[src/logic/adc_ctrl_pkg.sv]
// Package for the converter control block: register indices, field positions, reset values and timing.
// Assumes a 32-bit Avalon-MM slave whose word address equals the register index.
`default_nettype none
package adc_ctrl_pkg;
    // Register indices; the byte address is four times the index.
    localparam logic [3:0] IDX_CONTROL_A = 4'h0;
    localparam logic [3:0] IDX_REFERENCE_CONTROL = 4'h1;
    localparam logic [3:0] IDX_CONTROL_B = 4'h2;
    localparam logic [3:0] IDX_INPUT_CONTROL = 4'h3;
    localparam logic [3:0] IDX_STATUS = 4'h5;
    localparam logic [3:0] IDX_DEBUG_CONTROL = 4'h6;
    localparam logic [3:0] IDX_LATENCY = 4'h7;
    localparam logic [7:0] IDX_EVENT_CONTROL = 8'h14;
    // Field positions.
    localparam int CA_SOFT_RESET = 0;
    localparam int CA_ENABLE = 1;
    localparam int CA_RUN_STANDBY = 2;
    localparam int RC_COMP = 7;
    localparam int CB_FREE_RUN = 0;
    localparam int CB_DIFF = 1;
    localparam int CB_RES_LO = 4;
    localparam int IC_GAIN_LO = 8;
    // Reset values.
    localparam logic [7:0] RST_REFERENCE_CONTROL = 8'h00;
    localparam logic [7:0] RST_EVENT_CONTROL = 8'h00;
    localparam logic [1:0] RST_RESOLUTION = 2'h0;
    localparam logic [4:0] RST_POSITIVE_INPUT_SELECT = 5'h00;
    localparam logic [3:0] RST_GAIN = 4'h0;
    // Resolution codes.
    localparam logic [1:0] RES_12 = 2'h0;
    localparam logic [1:0] RES_10 = 2'h1;
    localparam logic [1:0] RES_8 = 2'h2;
    // Gain codes that are not reserved.
    localparam logic [3:0] GAIN_1X = 4'h0;
    localparam logic [3:0] GAIN_2X = 4'h1;
    localparam logic [3:0] GAIN_4X = 4'h2;
    localparam logic [3:0] GAIN_8X = 4'h3;
    localparam logic [3:0] GAIN_16X = 4'h4;
    localparam logic [3:0] GAIN_HALF = 4'hF;
    // Positive input ranges.
    localparam logic [4:0] MUX_PIN_FIRST = 5'h03;
    localparam logic [4:0] MUX_PIN_LAST = 5'h13;
    localparam logic [4:0] MUX_INT_FIRST = 5'h18;
    localparam logic [4:0] MUX_INT_LAST = 5'h1C;
    // Synchronisation delay of enable and soft reset, in clock cycles.
    localparam int SYNC_CYCLES_DEFAULT = 4;

    // One bus request as the master presents it.
    typedef struct packed {
        logic read;
        logic write;
        logic [7:0] address;
        logic [3:0] byteenable;
        logic [31:0] writedata;
    } avmm_req_s;
endpackage : adc_ctrl_pkg
`default_nettype wire

[src/logic/adc_conversion_control.sv]
// Converter control block: registers over Avalon-MM, enable and soft reset synchronisation, latency timing.
// Assumes one 10 MHz clock, where one clock cycle stands for half a converter-clock period.
//
// Operation
// RULE_01: Latency is 1 + resolution/2 + gain delay single-shot; resolution/2 + gain delay free-running.
// RULE_02: Gain delay follows the per-mode, per-input-type table; codes 0x5 to 0xE reserved.
// RULE_03: Three resolutions, 8, 10 and 12 bits, chosen in control_b.
// RULE_04: Resolution selects twelve bits after reset.
// RULE_05: Run-in-standby bit: 0 halts the converter in standby, 1 keeps it running.
// RULE_06: Enable reads back at once, sets sync_pending, which clears when enable takes effect.
// RULE_07: Writing soft_reset one resets all registers but debug_control and disables; zero does nothing.
// RULE_08: A write that sets soft_reset discards every other change in that write.
// RULE_09: Soft_reset reads one while busy; it and sync_pending clear when reset finishes.
// RULE_10: Reference control bit 7 enables buffer offset compensation; resets to zero.
// RULE_11: Reference control bits 3:0 select the voltage reference.
// RULE_12: Five-bit positive input select: pins 3 to 19, internal sources 0x18 to 0x1C, rest reserved.
`timescale 1ns/1ps
`default_nettype none
module adc_conversion_control #(
    parameter int SYNC_CYCLES = adc_ctrl_pkg::SYNC_CYCLES_DEFAULT
) (
    // Clock and reset.
    input wire logic clk_in,
    input wire logic rst_n_in,
    // Avalon-MM slave.
    input wire adc_ctrl_pkg::avmm_req_s bus_req_in,
    output logic [31:0] bus_readdata_out,
    output logic bus_waitrequest_out,
    // System standby pin and conversion trigger.
    input wire logic standby_in,
    input wire logic conv_start_in,
    // Converter controls.
    output logic converter_enabled_out,
    output logic converter_running_out,
    output logic [3:0] ref_source_select_out,
    output logic ref_offset_comp_en_out,
    output logic [4:0] positive_input_select_out,
    output logic positive_input_valid_out,
    output logic [1:0] resolution_select_out,
    output logic [5:0] latency_half_out,
    output logic result_ready_out
);

    // The block runs on one clock. Each
    // cycle of it stands for half of a
    // converter-clock period, so every
    // latency below is kept in half
    // periods and the half-period gain
    // delays need no fraction.
    // Software sees only the bus; the
    // converter sees the enable, the
    // selects and the result strobe.
    // Control state.
    logic enable_reg, enable_next;
    logic enable_active_reg;
    logic run_standby_reg, run_standby_next;
    logic soft_reset_reg;
    logic sync_pending_reg;
    logic [7:0] sync_count_reg;
    logic [7:0] reference_control_reg, reference_control_next;
    logic [7:0] event_control_reg, event_control_next;
    logic [7:0] debug_control_reg;
    logic free_run_reg, diff_reg;
    logic [1:0] resolution_select_reg;
    logic [4:0] positive_input_select_reg;
    logic [3:0] gain_reg;

    // Bus handshake state.
    logic wait_reg;
    logic [31:0] readdata_reg;

    // Standby synchroniser and filtered level.
    logic stby_s1_reg, stby_s2_reg, stby_s3_reg, standby_reg;

    // Conversion timer.
    logic [5:0] conv_count_reg;
    logic result_ready_reg;
    logic running_reg;
    logic [5:0] latency_reg;
    logic mux_valid_reg;

    // Decoding: a request is served at the edge where waitrequest is seen low.
    wire take_w = (bus_req_in.read | bus_req_in.write) & ~wait_reg;
    wire wr_w = take_w & bus_req_in.write;
    wire be0_w = bus_req_in.byteenable[0];
    wire be1_w = bus_req_in.byteenable[1];
    wire be3_w = bus_req_in.byteenable[3];
    wire sel_ca_w = bus_req_in.address == {4'h0, adc_ctrl_pkg::IDX_CONTROL_A};
    wire sel_rc_w = bus_req_in.address == {4'h0, adc_ctrl_pkg::IDX_REFERENCE_CONTROL};
    wire sel_cb_w = bus_req_in.address == {4'h0, adc_ctrl_pkg::IDX_CONTROL_B};
    wire sel_ic_w = bus_req_in.address == {4'h0, adc_ctrl_pkg::IDX_INPUT_CONTROL};
    wire sel_st_w = bus_req_in.address == {4'h0, adc_ctrl_pkg::IDX_STATUS};
    wire sel_dc_w = bus_req_in.address == {4'h0, adc_ctrl_pkg::IDX_DEBUG_CONTROL};
    wire sel_lt_w = bus_req_in.address == {4'h0, adc_ctrl_pkg::IDX_LATENCY};
    wire sel_ev_w = bus_req_in.address == adc_ctrl_pkg::IDX_EVENT_CONTROL;
    wire [31:0] wd_w = bus_req_in.writedata;
    // A soft reset request swallows the rest of its own write.
    wire srst_req_w = wr_w & sel_ca_w & be0_w & wd_w[adc_ctrl_pkg::CA_SOFT_RESET]; // RULE_07
    wire plain_wr_w = wr_w & ~srst_req_w; // RULE_08
    wire en_wr_w = plain_wr_w & sel_ca_w & be0_w;
    wire sync_done_w = sync_pending_reg & (sync_count_reg == 8'h01);
    wire srst_done_w = sync_done_w & soft_reset_reg; // RULE_09
    // Every register except debug control, the bus handshake and the standby flops is cleared by either reset.
    wire clear_w = ~rst_n_in | srst_done_w; // RULE_07

    // Byte lanes matter: only lane 0
    // carries the control bits, and
    // lane 1 carries the gain code. A
    // write with lane 0 off leaves the
    // control bits as they were.

    // Next values of software fields, gated by select and byte lane.
    assign enable_next = en_wr_w ? wd_w[adc_ctrl_pkg::CA_ENABLE] : enable_reg; // RULE_06
    assign run_standby_next = en_wr_w ? wd_w[adc_ctrl_pkg::CA_RUN_STANDBY] : run_standby_reg; // RULE_05
    assign reference_control_next = (plain_wr_w & sel_rc_w & be0_w)
        ? (wd_w[7:0] & 8'h8F) : reference_control_reg; // RULE_10 RULE_11
    assign event_control_next = (plain_wr_w & sel_ev_w & be0_w) ? wd_w[7:0] : event_control_reg;

    // The gain table is kept in half
    // periods so that the half-period
    // entries stay exact integers.

    // Gain delay in half converter-clock periods, single-ended single-shot adding one period.
    function automatic logic [2:0] gain_half(input logic [3:0] gain, input logic free, input logic diff);
        logic [2:0] base;
        base = 3'h0;
        unique case (gain)
            adc_ctrl_pkg::GAIN_1X: base = free ? (diff ? 3'h0 : 3'h0) : 3'h0;
            adc_ctrl_pkg::GAIN_2X: base = free ? (diff ? 3'h0 : 3'h2) : 3'h1;
            adc_ctrl_pkg::GAIN_4X: base = 3'h2;
            adc_ctrl_pkg::GAIN_8X: base = free ? (diff ? 3'h2 : 3'h4) : 3'h3;
            adc_ctrl_pkg::GAIN_16X: base = 3'h4;
            adc_ctrl_pkg::GAIN_HALF: base = free ? (diff ? 3'h0 : 3'h2) : 3'h1;
            default: base = 3'h0; // Reserved codes add nothing.
        endcase
        if (!free && !diff) begin
            base = base + 3'h2;
        end
        return base; // RULE_02
    endfunction : gain_half


    // A reserved resolution code acts
    // as twelve bits, the safest case.
    // Resolution in half periods equals the bit count; reserved code behaves as twelve bits.
    wire [5:0] res_half_w = (resolution_select_reg == adc_ctrl_pkg::RES_10) ? 6'h0A
        : (resolution_select_reg == adc_ctrl_pkg::RES_8) ? 6'h08 : 6'h0C; // RULE_03
    wire [5:0] lat_w = res_half_w + {3'h0, gain_half(gain_reg, free_run_reg, diff_reg)}
        + (free_run_reg ? 6'h00 : 6'h02); // RULE_01
    wire mux_ok_w = ((positive_input_select_reg >= adc_ctrl_pkg::MUX_PIN_FIRST)
        && (positive_input_select_reg <= adc_ctrl_pkg::MUX_PIN_LAST))
        || ((positive_input_select_reg >= adc_ctrl_pkg::MUX_INT_FIRST)
        && (positive_input_select_reg <= adc_ctrl_pkg::MUX_INT_LAST)); // RULE_12
    wire run_w = enable_active_reg & ~(standby_reg & ~run_standby_reg); // RULE_05
    wire start_w = run_w & (conv_count_reg == 6'h00) & (free_run_reg | conv_start_in);

    // Read multiplexer; unmapped words read zero.
    wire [31:0] rd_w = sel_ca_w ? {29'h0, run_standby_reg, enable_reg, soft_reset_reg}
        : sel_rc_w ? {24'h0, reference_control_reg}
        : sel_cb_w ? {26'h0, resolution_select_reg, 2'h0, diff_reg, free_run_reg}
        : sel_ic_w ? {20'h0, gain_reg, 3'h0, positive_input_select_reg}
        : sel_st_w ? {31'h0, sync_pending_reg}
        : sel_dc_w ? {24'h0, debug_control_reg}
        : sel_lt_w ? {26'h0, latency_reg}
        : sel_ev_w ? {24'h0, event_control_reg} : 32'h0;

    // Each access waits exactly one
    // cycle. The simple fixed wait keeps
    // the master's view plain, at the
    // cost of half the peak bus rate.
    // Read data is registered from the
    // mux one edge early, so it already
    // stands when waitrequest is low.
    // A master that drops its request
    // early leaves waitrequest low for
    // one idle cycle, which is harmless
    // because no access is then taken.

    // Bus handshake: waitrequest drops for one cycle per request, so every access takes two edges.
    always_ff @(posedge clk_in) begin
        if (!rst_n_in) begin
            wait_reg <= 1'b1;
            readdata_reg <= 32'h0;
        end else begin
            wait_reg <= ~((bus_req_in.read | bus_req_in.write) & wait_reg);
            readdata_reg <= rd_w;
        end
    end

    // The standby level is a pin from
    // the system, hence three flops; a
    // one-cycle glitch never reaches
    // the halt logic.

    // Standby pin passes three flops; a change counts once the last two agree.
    always_ff @(posedge clk_in) begin
        if (!rst_n_in) begin
            stby_s1_reg <= 1'b0;
            stby_s2_reg <= 1'b0;
            stby_s3_reg <= 1'b0;
            standby_reg <= 1'b0;
        end else begin
            stby_s1_reg <= standby_in;
            stby_s2_reg <= stby_s1_reg;
            stby_s3_reg <= stby_s2_reg;
            if (stby_s2_reg == stby_s3_reg) begin
                standby_reg <= stby_s3_reg;
            end
        end
    end

    // Debug control is kept apart from
    // the clear net on purpose, so a
    // debug session keeps its settings
    // across a soft reset.

    // Debug control survives a soft reset and only sees the pin reset.
    always_ff @(posedge clk_in) begin
        if (!rst_n_in) begin
            debug_control_reg <= 8'h00;
        end else if (plain_wr_w & sel_dc_w & be0_w) begin
            debug_control_reg <= {7'h0, wd_w[0]};
        end
    end

    // Plain configuration registers.
    always_ff @(posedge clk_in) begin
        if (clear_w) begin
            run_standby_reg <= 1'b0;
            reference_control_reg <= adc_ctrl_pkg::RST_REFERENCE_CONTROL; // RULE_10
            event_control_reg <= adc_ctrl_pkg::RST_EVENT_CONTROL;
            free_run_reg <= 1'b0;
            diff_reg <= 1'b0;
            resolution_select_reg <= adc_ctrl_pkg::RST_RESOLUTION; // RULE_04
            positive_input_select_reg <= adc_ctrl_pkg::RST_POSITIVE_INPUT_SELECT;
            gain_reg <= adc_ctrl_pkg::RST_GAIN;
        end else begin
            run_standby_reg <= run_standby_next;
            reference_control_reg <= reference_control_next;
            event_control_reg <= event_control_next;
            if (plain_wr_w & sel_cb_w & be0_w) begin
                free_run_reg <= wd_w[adc_ctrl_pkg::CB_FREE_RUN];
                diff_reg <= wd_w[adc_ctrl_pkg::CB_DIFF];
                resolution_select_reg <= wd_w[adc_ctrl_pkg::CB_RES_LO +: 2]; // RULE_03
            end
            if (plain_wr_w & sel_ic_w & be0_w) begin
                positive_input_select_reg <= wd_w[4:0]; // RULE_12
            end
            if (plain_wr_w & sel_ic_w & be1_w) begin
                gain_reg <= wd_w[adc_ctrl_pkg::IC_GAIN_LO +: 4];
            end
        end
    end

    // Hazard: a soft reset and an enable
    // share one counter. The soft reset
    // wins in its own cycle, and once it
    // completes it clears the enable as
    // well, so software must write the
    // enable again afterwards.
    // While sync_pending is high, the
    // enable read back may differ from
    // the converter's state; software
    // should poll status before it
    // relies on the converter.

    // Enable and soft reset synchronisation; the counter models the crossing into the converter domain.
    // A later write restarts the count; the last enable written takes effect, but a pending soft reset still wins and clears it.
    always_ff @(posedge clk_in) begin
        if (clear_w) begin
            enable_reg <= 1'b0;
            enable_active_reg <= 1'b0;
            soft_reset_reg <= 1'b0; // RULE_09
            sync_pending_reg <= 1'b0; // RULE_09
            sync_count_reg <= 8'h00;
        end else if (srst_req_w) begin
            soft_reset_reg <= 1'b1; // RULE_07
            sync_pending_reg <= 1'b1;
            sync_count_reg <= 8'(SYNC_CYCLES);
        end else if (en_wr_w) begin
            enable_reg <= enable_next; // RULE_06
            sync_pending_reg <= 1'b1; // RULE_06
            sync_count_reg <= 8'(SYNC_CYCLES);
        end else if (sync_pending_reg) begin
            sync_count_reg <= sync_count_reg - 8'h01;
            if (sync_done_w) begin
                enable_active_reg <= enable_reg; // RULE_06
                sync_pending_reg <= 1'b0; // RULE_06
            end
        end
    end

    // A start is taken only when the
    // timer is idle, so a start pulse
    // during a conversion is lost. A
    // change of mode or gain in flight
    // takes effect at the next start,
    // because the count is loaded once.
    // Leaving run state clears the
    // count, so a halted conversion
    // never flags a stale result.

    // Conversion timer: counts the latency in half periods, then flags a result.
    // In free-running mode the next conversion starts the cycle after the previous ends.
    always_ff @(posedge clk_in) begin
        if (clear_w) begin
            conv_count_reg <= 6'h00;
            result_ready_reg <= 1'b0;
            running_reg <= 1'b0;
            latency_reg <= 6'h00;
            mux_valid_reg <= 1'b0;
        end else begin
            running_reg <= run_w;
            latency_reg <= lat_w; // RULE_01
            mux_valid_reg <= mux_ok_w;
            result_ready_reg <= run_w & (conv_count_reg == 6'h01);
            if (!run_w) begin
                conv_count_reg <= 6'h00;
            end else if (start_w) begin
                conv_count_reg <= lat_w; // RULE_01
            end else if (conv_count_reg != 6'h00) begin
                conv_count_reg <= conv_count_reg - 6'h01;
            end
        end
    end

    // The outputs are plain flop
    // copies, so the converter side
    // sees no decode glitches.

    // Every output comes straight from a flop.
    assign bus_readdata_out = readdata_reg;
    assign bus_waitrequest_out = wait_reg;
    assign converter_enabled_out = enable_active_reg;
    assign converter_running_out = running_reg;
    assign ref_source_select_out = reference_control_reg[3:0]; // RULE_11
    assign ref_offset_comp_en_out = reference_control_reg[adc_ctrl_pkg::RC_COMP]; // RULE_10
    assign positive_input_select_out = positive_input_select_reg;
    assign positive_input_valid_out = mux_valid_reg;
    assign resolution_select_out = resolution_select_reg;
    assign latency_half_out = latency_reg;
    assign result_ready_out = result_ready_reg;
endmodule : adc_conversion_control
`default_nettype wire

[config.mk]
export PLATFORM = sky130hd
export DESIGN_NAME = adc_conversion_control
export DESIGN_NICKNAME = d
export VERILOG_FILES = /design/src/logic/adc_ctrl_pkg.sv /design/src/logic/adc_conversion_control.sv
export SDC_FILE = /design/constraint.sdc
export NUM_CORES = 1
export LEC_CHECK = 0
export BUFFER_PORTS_ARGS = -buffer_cell sky130_fd_sc_hd__buf_2
export CAP_MARGIN = 20
export CELL_PAD_IN_SITES_DETAIL_PLACEMENT = 0
export CELL_PAD_IN_SITES_GLOBAL_PLACEMENT = 2
export CORE_MARGIN = 2
export CORE_UTILIZATION = 31
export DETAILED_ROUTE_END_ITERATION = 8
export GPL_TIMING_DRIVEN = 0
export PLACE_DENSITY_LB_ADDON = 0.3
export SYNTH_ARGS = -nofsm -noshare
export SYNTH_HDL_FRONTEND = slang
export SYNTH_SLANG_ARGS = --single-unit
[constraint.sdc]
create_clock -name clk_in -period 5.6 [get_ports clk_in]
set_input_delay 0.56 -clock clk_in [delete_from_list [all_inputs] [get_ports clk_in]]
set_output_delay 0.56 -clock clk_in [all_outputs]
set_load 0.05 [all_outputs]
-- After elaboration in Yosys (flattened, before gate mapping)
Cells that the tools add are included.
- add/sub/neg operators: 5
- multiply operators: 0
- divide/modulo/power cells: 0
- order comparisons: 4
- equality and inequality tests: 17
- shift operators: 0
- mux-type cells: 26
- bitwise gates (word level): 38
- reductions and logical operators: 19
- operator list (cell ; count):
    2-to-1 mux 8 bit ; 6
    AND 1 bit ; 27
    2-to-1 mux 3 bit ; 9
    == test 8 x 3 -> 1 bit (second input constant) ; 3
    == test 8 x 1 -> 1 bit (second input constant) ; 2
    == test 8 x 2 -> 1 bit (second input constant) ; 2
    2-to-1 mux 12 bit ; 1
    2-to-1 mux 6 bit ; 2
    one-hot mux 3 bit (4 select lines) ; 1
    <= comparator 5 bit (second input constant) ; 2
    == test 4 x 2 -> 1 bit (second input constant) ; 2
    == test 8 x 5 -> 1 bit (second input constant) ; 1
    zero test 8 bit ; 1
    inverter 1 bit ; 8
    OR reduction 8 bit ; 1
    subtractor 8 x 1 -> 8 bit (second input constant) ; 1
    adder 5 x 2 -> 6 bit ; 1
    == test 6 x 1 -> 1 bit (second input constant) ; 1
    zero test 6 bit ; 1
    2-to-1 mux 2 bit ; 3
    nonzero test 6 bit ; 1
    OR reduction 2 bit ; 3
    subtractor 6 x 1 -> 6 bit (second input constant) ; 1
    adder 4 x 3 -> 5 bit ; 1
    20 further kinds ; 28
- register bits: 92
- latch bits: 0
- memory bits (writable): 0
- memory bits (read-only): 0
- bits of input ports: 50
- output and inout bits: 55
- logic and storage cells: 138
- memories: 0

-- Longest topological paths before layout
Gate-level depths: netlist of the first run.
- word-level depth: 12
- gate-level depth with buffers: 9
- depth with buffers taken out: 9

-- Worst setup path after synthesis of the first run
No wires, ideal clock.
- kind: register -> register
- start point: register resolution_select_reg[0] (netlist: resolution_select_out[0])
- end point: register conv_count_reg[2]
- setup time: 0.112 ns
- arrival time: 2.009 ns
- data required time: 5.488 ns
- path slack: 3.479 ns
- stages on the path, launching flop included: 7
- path buffers: 0
- period minus slack after synthesis: 2.121 ns
- path through: dfxtp_1 -> ha_1 -> inv_1 -> fa_1 -> fa_1 -> o221a_2 -> nor2_1
- cells in the longest elaborated chain, start to end: 6
- elaborated cells between the ends (all ways): 7
- classes of those cells: 2 x add/sub; 2 x eq/ne; 3 x mux
- ends and longest elaborated chain (element ; RTL line ; text):
    start, declared ; adc_conversion_control.sv:64 ; logic [1:0] resolution_select_reg;
    start signal, assigned ; adc_conversion_control.sv:234 ; resolution_select_reg <= adc_ctrl_pkg::RST_RESOLUTION;
    start signal, assigned ; adc_conversion_control.sv:244 ; resolution_select_reg <= wd_w[adc_ctrl_pkg::CB_RES_LO +: 2];
    == test 2 bit ; adc_conversion_control.sv:147 ; : (resolution_select_reg == adc_ctrl_pkg::RES_8) ? 6'h08 : 6'h0C;
    2-to-1 mux 3 bit ; adc_conversion_control.sv:147 ;
    2-to-1 mux 3 bit (*) ; adc_conversion_control.sv:146 ; wire [5:0] res_half_w = (resolution_select_reg == adc_ctrl_pkg::RES_10) ? 6'h0A
    adder 4 x 3 -> 5 bit (*) ; adc_conversion_control.sv:148 ; wire [5:0] lat_w = res_half_w + {3'h0, gain_half(gain_reg, free_run_reg, diff_reg)}
    adder 5 x 2 -> 6 bit (*) ; adc_conversion_control.sv:149 ; + (free_run_reg ? 6'h00 : 6'h02);
    2-to-1 mux 6 bit (*) ; adc_conversion_control.sv:319 ; end else if (start_w) begin
    end signal, assigned ; adc_conversion_control.sv:320 ; conv_count_reg <= lat_w;
    end signal, assigned ; adc_conversion_control.sv:322 ; conv_count_reg <= conv_count_reg - 6'h01;
    end, declared ; adc_conversion_control.sv:76 ; logic [5:0] conv_count_reg;
Every way passes the cells marked *; elsewhere a longest branch is shown, timed or not.
A chain may end at the register's enable or synchronous reset.

-- Worst setup path in the final report of the first run
- start point: input bus_req_in[41] in the netlist's numbering
- end point: register positive_input_select_reg[0] (netlist: positive_input_select_out[0])
- cells in the longest elaborated chain, start to end: 8
- elaborated cells between the ends (all ways): 9
- classes of those cells: 1 x eq/ne; 7 x bitwise; 1 x reduce/logical
- ends and longest elaborated chain (element ; RTL line ; text):
    start, declared ; adc_conversion_control.sv:26 ; input wire adc_ctrl_pkg::avmm_req_s bus_req_in,
    zero test 8 bit ; adc_conversion_control.sv:88 ; wire sel_ca_w = bus_req_in.address == {4'h0, adc_ctrl_pkg::IDX_CONTROL_A};
    AND 1 bit (3 in a row) ; adc_conversion_control.sv:98 ; wire srst_req_w = wr_w & sel_ca_w & be0_w & wd_w[adc_ctrl_pkg::CA_SOFT_RESET];
    inverter 1 bit (no line) ; -- ;
    AND 1 bit ; adc_conversion_control.sv:99 ; wire plain_wr_w = wr_w & ~srst_req_w;
    AND 1 bit (*) (2 in a row) ; adc_conversion_control.sv:246 ; if (plain_wr_w & sel_ic_w & be0_w) begin
    end signal, assigned ; adc_conversion_control.sv:235 ; positive_input_select_reg <= adc_ctrl_pkg::RST_POSITIVE_INPUT_SELECT;
    end signal, assigned ; adc_conversion_control.sv:247 ; positive_input_select_reg <= wd_w[4:0];
    end, declared ; adc_conversion_control.sv:65 ; logic [4:0] positive_input_select_reg;
Marks and branches as above.

==> results of run 1 <==
[cell type report]
class | instances | area (um2) | share of cell area (%)
clock inverter | 5 | 128 | 3.06
multi-input combinational | 289 | 1680 | 40.3
inverter | 15 | 56.3 | 1.35
timing repair buffer | 58 | 290 | 6.97
buffer | 44 | 270 | 6.49
tap | 136 | 170 | 4.09
sequential | 71 | 1420 | 34.1
clock buffer | 11 | 151 | 3.63
[metal layers]
layer / global-route usage, % / vias up
li1: - / 1512
met2: 25.9 / 74
met1: 22.5 / 1409
met3: 4.70 / 10
met5: 0 / -
met4: 5.59 / 0
[per-stage QoR]
stage / hold slack (ps) / std cells / worst slack (ps)
after global routing: 401 / 629 / 2980
after floorplan: 412 / 419 / 3480
after global placement: 411 / 613 / 2800
after CTS: 384 / 629 / 3160
after detailed placement: 421 / 613 / 2790
final: 399 / 629 / 3160
[worst reg2reg max path: stages, from the launching register on]
cell and delay (ps):
dfxtp_1 440, and3_1 210, o21ai_0 100, o21ai_0 80
a22oi_1 100, fa_1 380, fa_1 590, o221a_2 200
nor2_1 30
[kinds of logic after synthesis]
family | share of synthesized area (%)
other | 0.112
muxes | 3.62
and+or+nand+nor | 24.3
buffers and inverters | 9.75
DFF | 42.4
AOI/OAI and AO/OA | 14.6
xor gates and xnor gates | 2.09
adders and majority gates | 3.06
[cell usage after synthesis (3+ instances only)]
| master | number |
|---|---|
| a211oi_1 | 4 |
| a21oi_1 | 30 |
| a22oi_1 | 4 |
| a31oi_1 | 3 |
| and2_1 | 3 |
| and3_1 | 11 |
| buf_2 | 3 |
| buf_4 | 23 |
| clkbuf_1 | 16 |
| dfxtp_1 | 71 |
| ha_1 | 5 |
| inv_1 | 14 |
| mux2i_1 | 11 |
| nand2_1 | 45 |
| nand2b_1 | 6 |
| nand3_1 | 22 |
| nor2_1 | 47 |
| nor3_1 | 5 |
| o21ai_0 | 15 |
| o22ai_1 | 3 |
| xnor2_1 | 6 |
[final timing paths]
path                                                      to  slack [ps]  depth (start not counted)
worst max-delay path            positive_input_select_out[0]        3160                          7
worst min-delay path                     bus_waitrequest_out         400                          2
worst max register to register             conv_count_reg[2]        3370                          8
worst min register to register           bus_waitrequest_out         440                          1
[cells in the final DEF, fill, tap and decap left out, types with 3 or more instances in the layout]
| cell type | count |
|---|---|
| o22ai_1 | 3 |
| nand2_1 | 45 |
| nand2b_1 | 6 |
| buf_4 | 23 |
| nor3_1 | 5 |
| clkbuf_8 | 11 |
| clkbuf_1 | 16 |
| o21ai_0 | 15 |
| and3_1 | 11 |
| mux2i_1 | 11 |
| a31oi_1 | 3 |
| and2_1 | 3 |
| inv_1 | 14 |
| conb_1 | 21 |
| nand3_1 | 22 |
| nor2_1 | 47 |
| a211oi_1 | 4 |
| a22oi_1 | 4 |
| buf_2 | 61 |
| dfxtp_1 | 71 |
| xnor2_1 | 6 |
| a21oi_1 | 30 |
| ha_1 | 5 |
| bufinv_16 | 4 |
[report_power, final]
part / switching (mW) / internal (mW) / leakage [nW]
Sequential: 0.00122 / 0.507 / 0.573
Combinational: 0.0700 / 0.0274 / 1.06
Clock: 0.203 / 0.366 / 0.136
==> impl_results.md, run 1 <==
- CTS Sinks: a little over 70
- Sequential area share after synthesis: 42.4%
- Leak pwr: 1.77 nW
- Number of fill cells: ~1100
- HP Start: bus_req_in[45]
- Die H: 108 um
- Slowest stage delay, CP: 630 ps
- Die ar.: between 0.01 and 0.015 mm2
- Worst Path Buf+Inv: 2
- Yosys warns: 0
- Detailed Place HPWL: 7.02 mm
- Synth area leader: dfxtp_1
- Area after DPL: around 0.0039 mm2
- CP Data Required Time: 5840 ps
- Worst Setup SP: bus_req_in[41]
- Setup crit end kind: flop
- PwrDens: 282 mW/mm2
- Largest net degree at the start of global routing: 13
- FF-to-FF Start: gain_reg[2]
- Worst-margin pin slew: between 600 and 700 ps
- Met3 wire length: between 400 and 500 um
- Vias/cell: around 4.8
- Worst-Skew Late Latency: 350 ps
- Root Driver: clkbuf_8
- Area Growth Syn to Fin: 24.3%
- Worst-path clk slew: 80 ps
- Drt first-iter violations: 140
- Tot Pwr: 1.17 mW
- CTS tree: yes
- FF+latch count, synth: 71
- Top-area cell type share of the netlist area: 42.4%
- CTS Buf Count: 9
- Initial Utilization: 32.2%
- WS Path Type: in -> reg
- Aggregate routed wire length: 9.47 mm
- Top layer in use: met4
- Min Tclk post-route: 2440 ps
- Worst min path class: in -> reg
- Core area: around 0.010 mm2
- Ratio of cells with drive above 1 in the final layout: 22.3%
- Max reg flops: 12
- Routed length per instance: 15.0 um
- CTS Hold Buffers Added: 0
- Final Max Tran Viols: 0
- Initial antenna violation count: 0
- Routed wl met2: between 4 and 5 mm
- Final Setup Violations: 0
- Ports: 105
- Vias post-DR: roughly 3000
- Postcts setup bufs: 0
- Fin nets: 545
- Post-synth EDFFs: 0
- Rel. slew slack: between 50% and 60%
- # DRC: 0
- Num rows: 37
- Maximum fanout along the worst path: 10
- Worst path most repeated cell: nand2_1
- GPL Wtd Cong: 0.890
- Critical path, cell by cell: buf_2 > nor4_4 > nor4b_1 > clkbuf_1 > nand2_1 > nand2_1 > a21oi_1
- H-tree lvl count: 3
- TNS Setup: 0 ps
- DR pass1 iterations: 4
- FFs w/ async S/R, synth: 0%
- CP arrival: 2680 ps
- IR Drop Worst-Case VDD: 0.134 mV
- Unrepaired setup endpoints after global routing: false
- IO buf count: 58
- Outcome: complete, no violations
- Met1 Wirelength: 4.57 mm
- ANT cells: 0
- Final instance area: 0.00417 mm2
- Congestion Overflow GR: 0
- Post-route ant nets: 0
- Clock Skew: 13.6 ps
- Cell family with most CP delay: simple AND/OR/NAND/NOR gates
- Max Cap Viol: 0
- CP max-delay cell: nor4b_1
- Fin util: 40.0%
- Max Fclk: ~410 MHz
- Distinct cells, synth: between 50 and 60
- Die Span X: 108 um
- Mapped cell area: 0.00335 mm2
- Gr usage total: 16.7%
- Primary FF master, synth: dfxtp_1
- Vias in the first global route: 2851
- CTS Buffer Depth: 2
- Final hold vios: 0
- First-pass GRT wire length: 14.8 mm
- Startpoint types: input pin
- CTS resizes: 0
- Final worst-path cycle share: 43.5%
- Syn_area_per_cell: 8.40 um2
- Main area contributors after synthesis: dfxtp_1 (42%), nor2_1 (5.3%), buf_4 (5.2%), nand2_1 (5.0%), a21oi_1 (4.5%)
- Synth Instances: 399
(Power assumes the default switching activity.)
==> run 2, diff against run 1 <==
Settings changed: CORE_UTILIZATION 31 to 29.
Clock period 5.6 ns to 2.4 ns, I/O delays scaled along.
==> impl_results.md, run 2 (synthesized netlist as in run 1, its figures left out) <==
- Outcome: complete, no violations
- Die ar.: about 0.012 mm2
- Final Setup Violations: 0
- Commonest non-fill, non-tap cell in the layout: dfxtp_1
- Max reg flops: 12
- Hold Crit Endpoint: bus_waitrequest_out
- ANT cells: 0
- Reg2reg end: conv_count_reg[3]
- Leak pwr: 1.78 nW
- Routed length per instance: 14.9 um
- Clock Skew: around 5.8 ps
- Tot Pwr: 2.73 mW
- CP Data Required Time: 2620 ps
- Area Growth Syn to Fin: 24.9%
- IR Drop Worst-Case VDD: 0.363 mV
- R2R Setup Slk: 220 ps
- Critical path depth: 9
- Rel. slew slack: 50.5%
- CP arrival: 2400 ps
- Gr usage total: 15.6%
- Critical path, cell by cell: and3_1 > o21ai_0 > o21ai_0 > a22oi_1 > fa_1 > fa_1 > inv_1 > nor2_1 > o21a_1
- Die Span X: around 110 um
- Ratio of cells with drive above 1 in the final layout: 21.9%
- Core area: approximately 0.011 mm2
- Die H: 111 um
- Final cell count without fillers: 636
- CTS Buffer Depth: 2
- Vias/cell: 4.71
- Slowest stage delay, CP: ~430 ps
- Worst-margin pin slew: approximately 740 ps
- WS Path Type: reg -> reg
- CTS Buf Count: 9
- Max Cap Viol: 0
- Unrepaired setup endpoints after global routing: false
- Worst min path class: in -> reg
- Post-route ant nets: 0
- Min Tclk post-route: 2180 ps
- Ports: 105
- R2R cell count: 9
- Worst-Skew Late Latency: 330 ps
- CTS resizes: 0
- WHS Path Cells: 2
- Detailed Place HPWL: around 7.1 mm
- Placed insts: 620
- Commonest non-fill, non-tap cells in the layout: dfxtp_1 (71), buf_2 (61), nor2_1 (47), nand2_1 (45), a21oi_1 (30)
- Max Fclk: about 460 MHz
- Startpoint types: flop
- FF-to-FF Start: gain_reg[3]
- First-pass GRT wire length: 15.3 mm
- Postcts setup bufs: 0
- TNS Setup: 0 ps
- Initial antenna violation count: 0
- Aggregate routed wire length: 9.50 mm
- Worst Path Buf+Inv: 1
- GPL Wtd Cong: 0.819
- Maximum fanout along the worst path: 7
- Fin nets: 545
- IO buf count: 58
- PwrDens: roughly 650 mW/mm2
- CP max-delay cell: dfxtp_1
- Final Max Tran Viols: 0
- Largest net degree at the start of global routing: 12
- Root Driver: clkbuf_16
- Final hold vios: 0
- # DRC: 0
- Number of fill cells: around 1200
- Vias post-DR: 2993
- Congestion Overflow GR: 0
- Worst Setup SP: gain_reg[3]
- Cell family with most CP delay: adder cells
- Final worst-path cycle share: 90.8%
- Initial Utilization: ~29%
- Num rows: 39
- Setup crit end kind: flop
- Drt first-iter violations: roughly 140
- Worst-path clk slew: approximately 60 ps
- CTS Sinks: between 70 and 80
- DR pass1 iterations: 4
- Vias in the first global route: 2868
- HP Start: bus_req_in[45]
- CTS Hold Buffers Added: 0
- H-tree lvl count: 3
- CTS tree: yes
-- run 2: changes by cell type in the layout (fill, tap and decap cells not counted) --
cell,change
clkbuf_1,+2
clkbuf_16,+9
clkinvlp_4,-1
clkbuf_8,-10
bufinv_16,-3
clkinv_2,+3
-- run 2: metal layers --
| metal | track usage (%) | vias up | part of all wire (%) |
|---|---|---|---|
| li1 | - | 1514 | - |
| met1 | 20.7 | 1410 | 49 |
| met2 | 24.6 | 62 | 46 |
| met3 | 4.25 | 7 | 4.3 |
| met4 | 5.10 | 0 | 1.1 |
| met5 | 0 | - | 0 |
-- run 2: power breakdown --
part	switching, mW	internal (mW)	total [mW]
Clock	0.486	0.828	1.31
Combinational	0.163	0.0638	0.226
Sequential	0.00279	1.18	1.19
Total	0.651	2.08	2.73
-- run 2: through the flow --
stage / hold slack [ps] / utilization [%] / cell area [um2] / setup slack (ps)
5_1_grt: 99.6 / 36.8 / 4190 / 28.8
3_5_place_dp: 420 / 34.3 / 3890 / -146
6_report: 102 / 36.8 / 4190 / 220
4_1_cts: 92.9 / 36.8 / 4190 / 190
2_1_floorplan: 356 / - / 3430 / 279
3_3_place_gp: 411 / 34.3 / 3890 / -110
-- run 2: area by class of cell --
| class | instances | area, um2 | area share (%) |
|---|---|---|---|
| buffer | 44 | 270 | 6.46 |
| clock buffer | 12 | 246 | 5.89 |
| clock inverter | 4 | 45.0 | 1.08 |
| inverter | 15 | 56.3 | 1.34 |
| multi-input combinational | 289 | 1680 | 40.1 |
| sequential | 71 | 1420 | 34.0 |
| tap | 143 | 179 | 4.27 |
| timing repair buffer | 58 | 290 | 6.93 |
-- run 2: worst max path at each step --
stage / endpoint
after global routing: positive_input_select_out[0]
after global placement: positive_input_select_out[3]
after detailed placement: positive_input_select_out[3]
final: conv_count_reg[3]
after CTS: positive_input_select_out[3]
after floorplan: conv_count_reg[2]
==> run 3, diff against run 2 <==
Settings changed: RECOVER_POWER from default to 50.
==> impl_results.md, run 3 (synthesized netlist as in run 1, its figures left out) <==
- Number of fill cells: around 1200
- Worst-Skew Late Latency: 330 ps
- DR pass1 iterations: 4
- Root Driver: clkbuf_16
- H-tree lvl count: 3
- IO buf count: 58
- Ratio of cells with drive above 1 in the final layout: 14.0%
- FF-to-FF Start: sync_count_reg[2]
- Area after DPL: between 0.003 and 0.004 mm2
- Worst min path class: in -> reg
- ANT cells: 0
- Startpoint types: flop
- CTS Buffer Depth: 2
- CTS tree: yes
- CP Data Required Time: approximately 2600 ps
- Final Max Tran Viols: 0
- Detailed Place HPWL: between 7 and 8 mm
- Worst-margin pin slew: 712 ps
- Final worst-path cycle share: 92.1%
- Area Growth Syn to Fin: 23.1%
- Worst Setup SP: sync_count_reg[2]
- TNS Setup: 0 ps
- CTS Hold Buffers Added: 0
- Unrepaired setup endpoints after global routing: false
- Drt first-iter violations: 155
- Gr usage total: 15.6%
- Max Fclk: 452 MHz
- Aggregate routed wire length: 9.50 mm
- Largest net degree at the start of global routing: 12
- Leak pwr: ~1.6 nW
- Postcts setup bufs: 0
- CP arrival: 2430 ps
- Setup crit end kind: flop
- Initial antenna violation count: 0
- Register area: 0.00142 mm2
- CTS Buf Count: 9
- Worst-path clk slew: 60 ps
- Core area: about 0.011 mm2
- PnR worst setup slack: 189 ps
- Initial Utilization: ~29%
- Num rows: 39
- Vias in the first global route: 2868
- IR Drop Worst-Case VDD: 0.362 mV
- Min Tclk post-route: 2210 ps
- Clock Skew: a little over 6 ps
- Die Span X: 111 um
- Final instance area: 0.00412 mm2
- Outcome: complete, no violations
- Commonest non-fill, non-tap cell in the layout: dfxtp_1
- Ports: 105
- Congestion Overflow GR: 0
- WS Path Type: reg -> reg
- Maximum fanout along the worst path: 10
- CTS Sinks: 71
- CTS resizes: 0
- Routed length per instance: around 15 um
- Vias/cell: 4.67
- Die H: 111 um
- Rel. slew slack: between 50% and 60%
- Vias post-DR: roughly 3000
- HP Start: bus_req_in[45]
- # DRC: 0
- Post-route ant nets: 0
- Max reg flops: 12
- GPL Wtd Cong: 0.819
- First-pass GRT wire length: 15.3 mm
- Die ar.: 0.0124 mm2
- Max Cap Viol: 0
- PwrDens: around 660 mW/mm2
- Final hold vios: 0
- Final Setup Violations: 0
- Setup Slack @ Placement: -146 ps
- Commonest non-fill, non-tap cells in the layout: dfxtp_1 (71), clkbuf_1 (56), nor2_1 (47), nand2_1 (45), a21oi_1 (30)
- Multi-input gate area: 0.00166 mm2
- Fin nets: 545
-- run 3: where the power goes --
part	internal [mW]	switching [mW]	total (mW)
Combinational	0.0623	0.163	0.225
Clock	0.828	0.484	1.31
Sequential	1.18	0.00281	1.19
-- run 3: critical path, stage by stage (launching register included) --
cell	delay, ps
dfxtp_1	350
or4_4	570
nor4_1	460
a21bo_1	240
buf_4	220
buf_6	190
nor2_1	60
-- run 3: path summary, 6_finish.rpt --
path	to	slack (ps)	cells after the start
max	gain_reg[3]	190	6
min reg2reg	bus_waitrequest_out	430	1
max reg2reg	gain_reg[3]	190	6
min	bus_waitrequest_out	100	2
-- run 3: per-layer routing --
metal	up-vias	wire, um	track usage (%)	share of wire [%]
li1	1515	-	-	-
met1	1386	4580	20.7	48
met2	63	4340	24.6	46
met3	9	447	4.25	4.7
met4	0	127	5.10	1.3
met5	-	0	0	0
-- run 3: stage by stage --
| step | util (%) | hold slack, ps | power [mW] | instances |
|---|---|---|---|---|
| after floorplan | - | 356 | 1.38 | 419 |
| after global placement | 34.3 | 411 | 1.44 | 620 |
| after detailed placement | 34.3 | 420 | 1.44 | 620 |
| after CTS | 36.8 | 92.9 | 2.76 | 636 |
| after global routing | 36.3 | 99.6 | 2.83 | 636 |
| final | 36.3 | 101 | 2.72 | 636 |
-- run 3: final cells by class --
type,instances,share of cell area [%]
timing repair buffer,58,5.95
sequential,71,34.5
buffer,44,6.49
clock inverter,4,1.09
inverter,15,1.37
clock buffer,12,5.98
tap,143,4.34
multi-input combinational,289,40.3
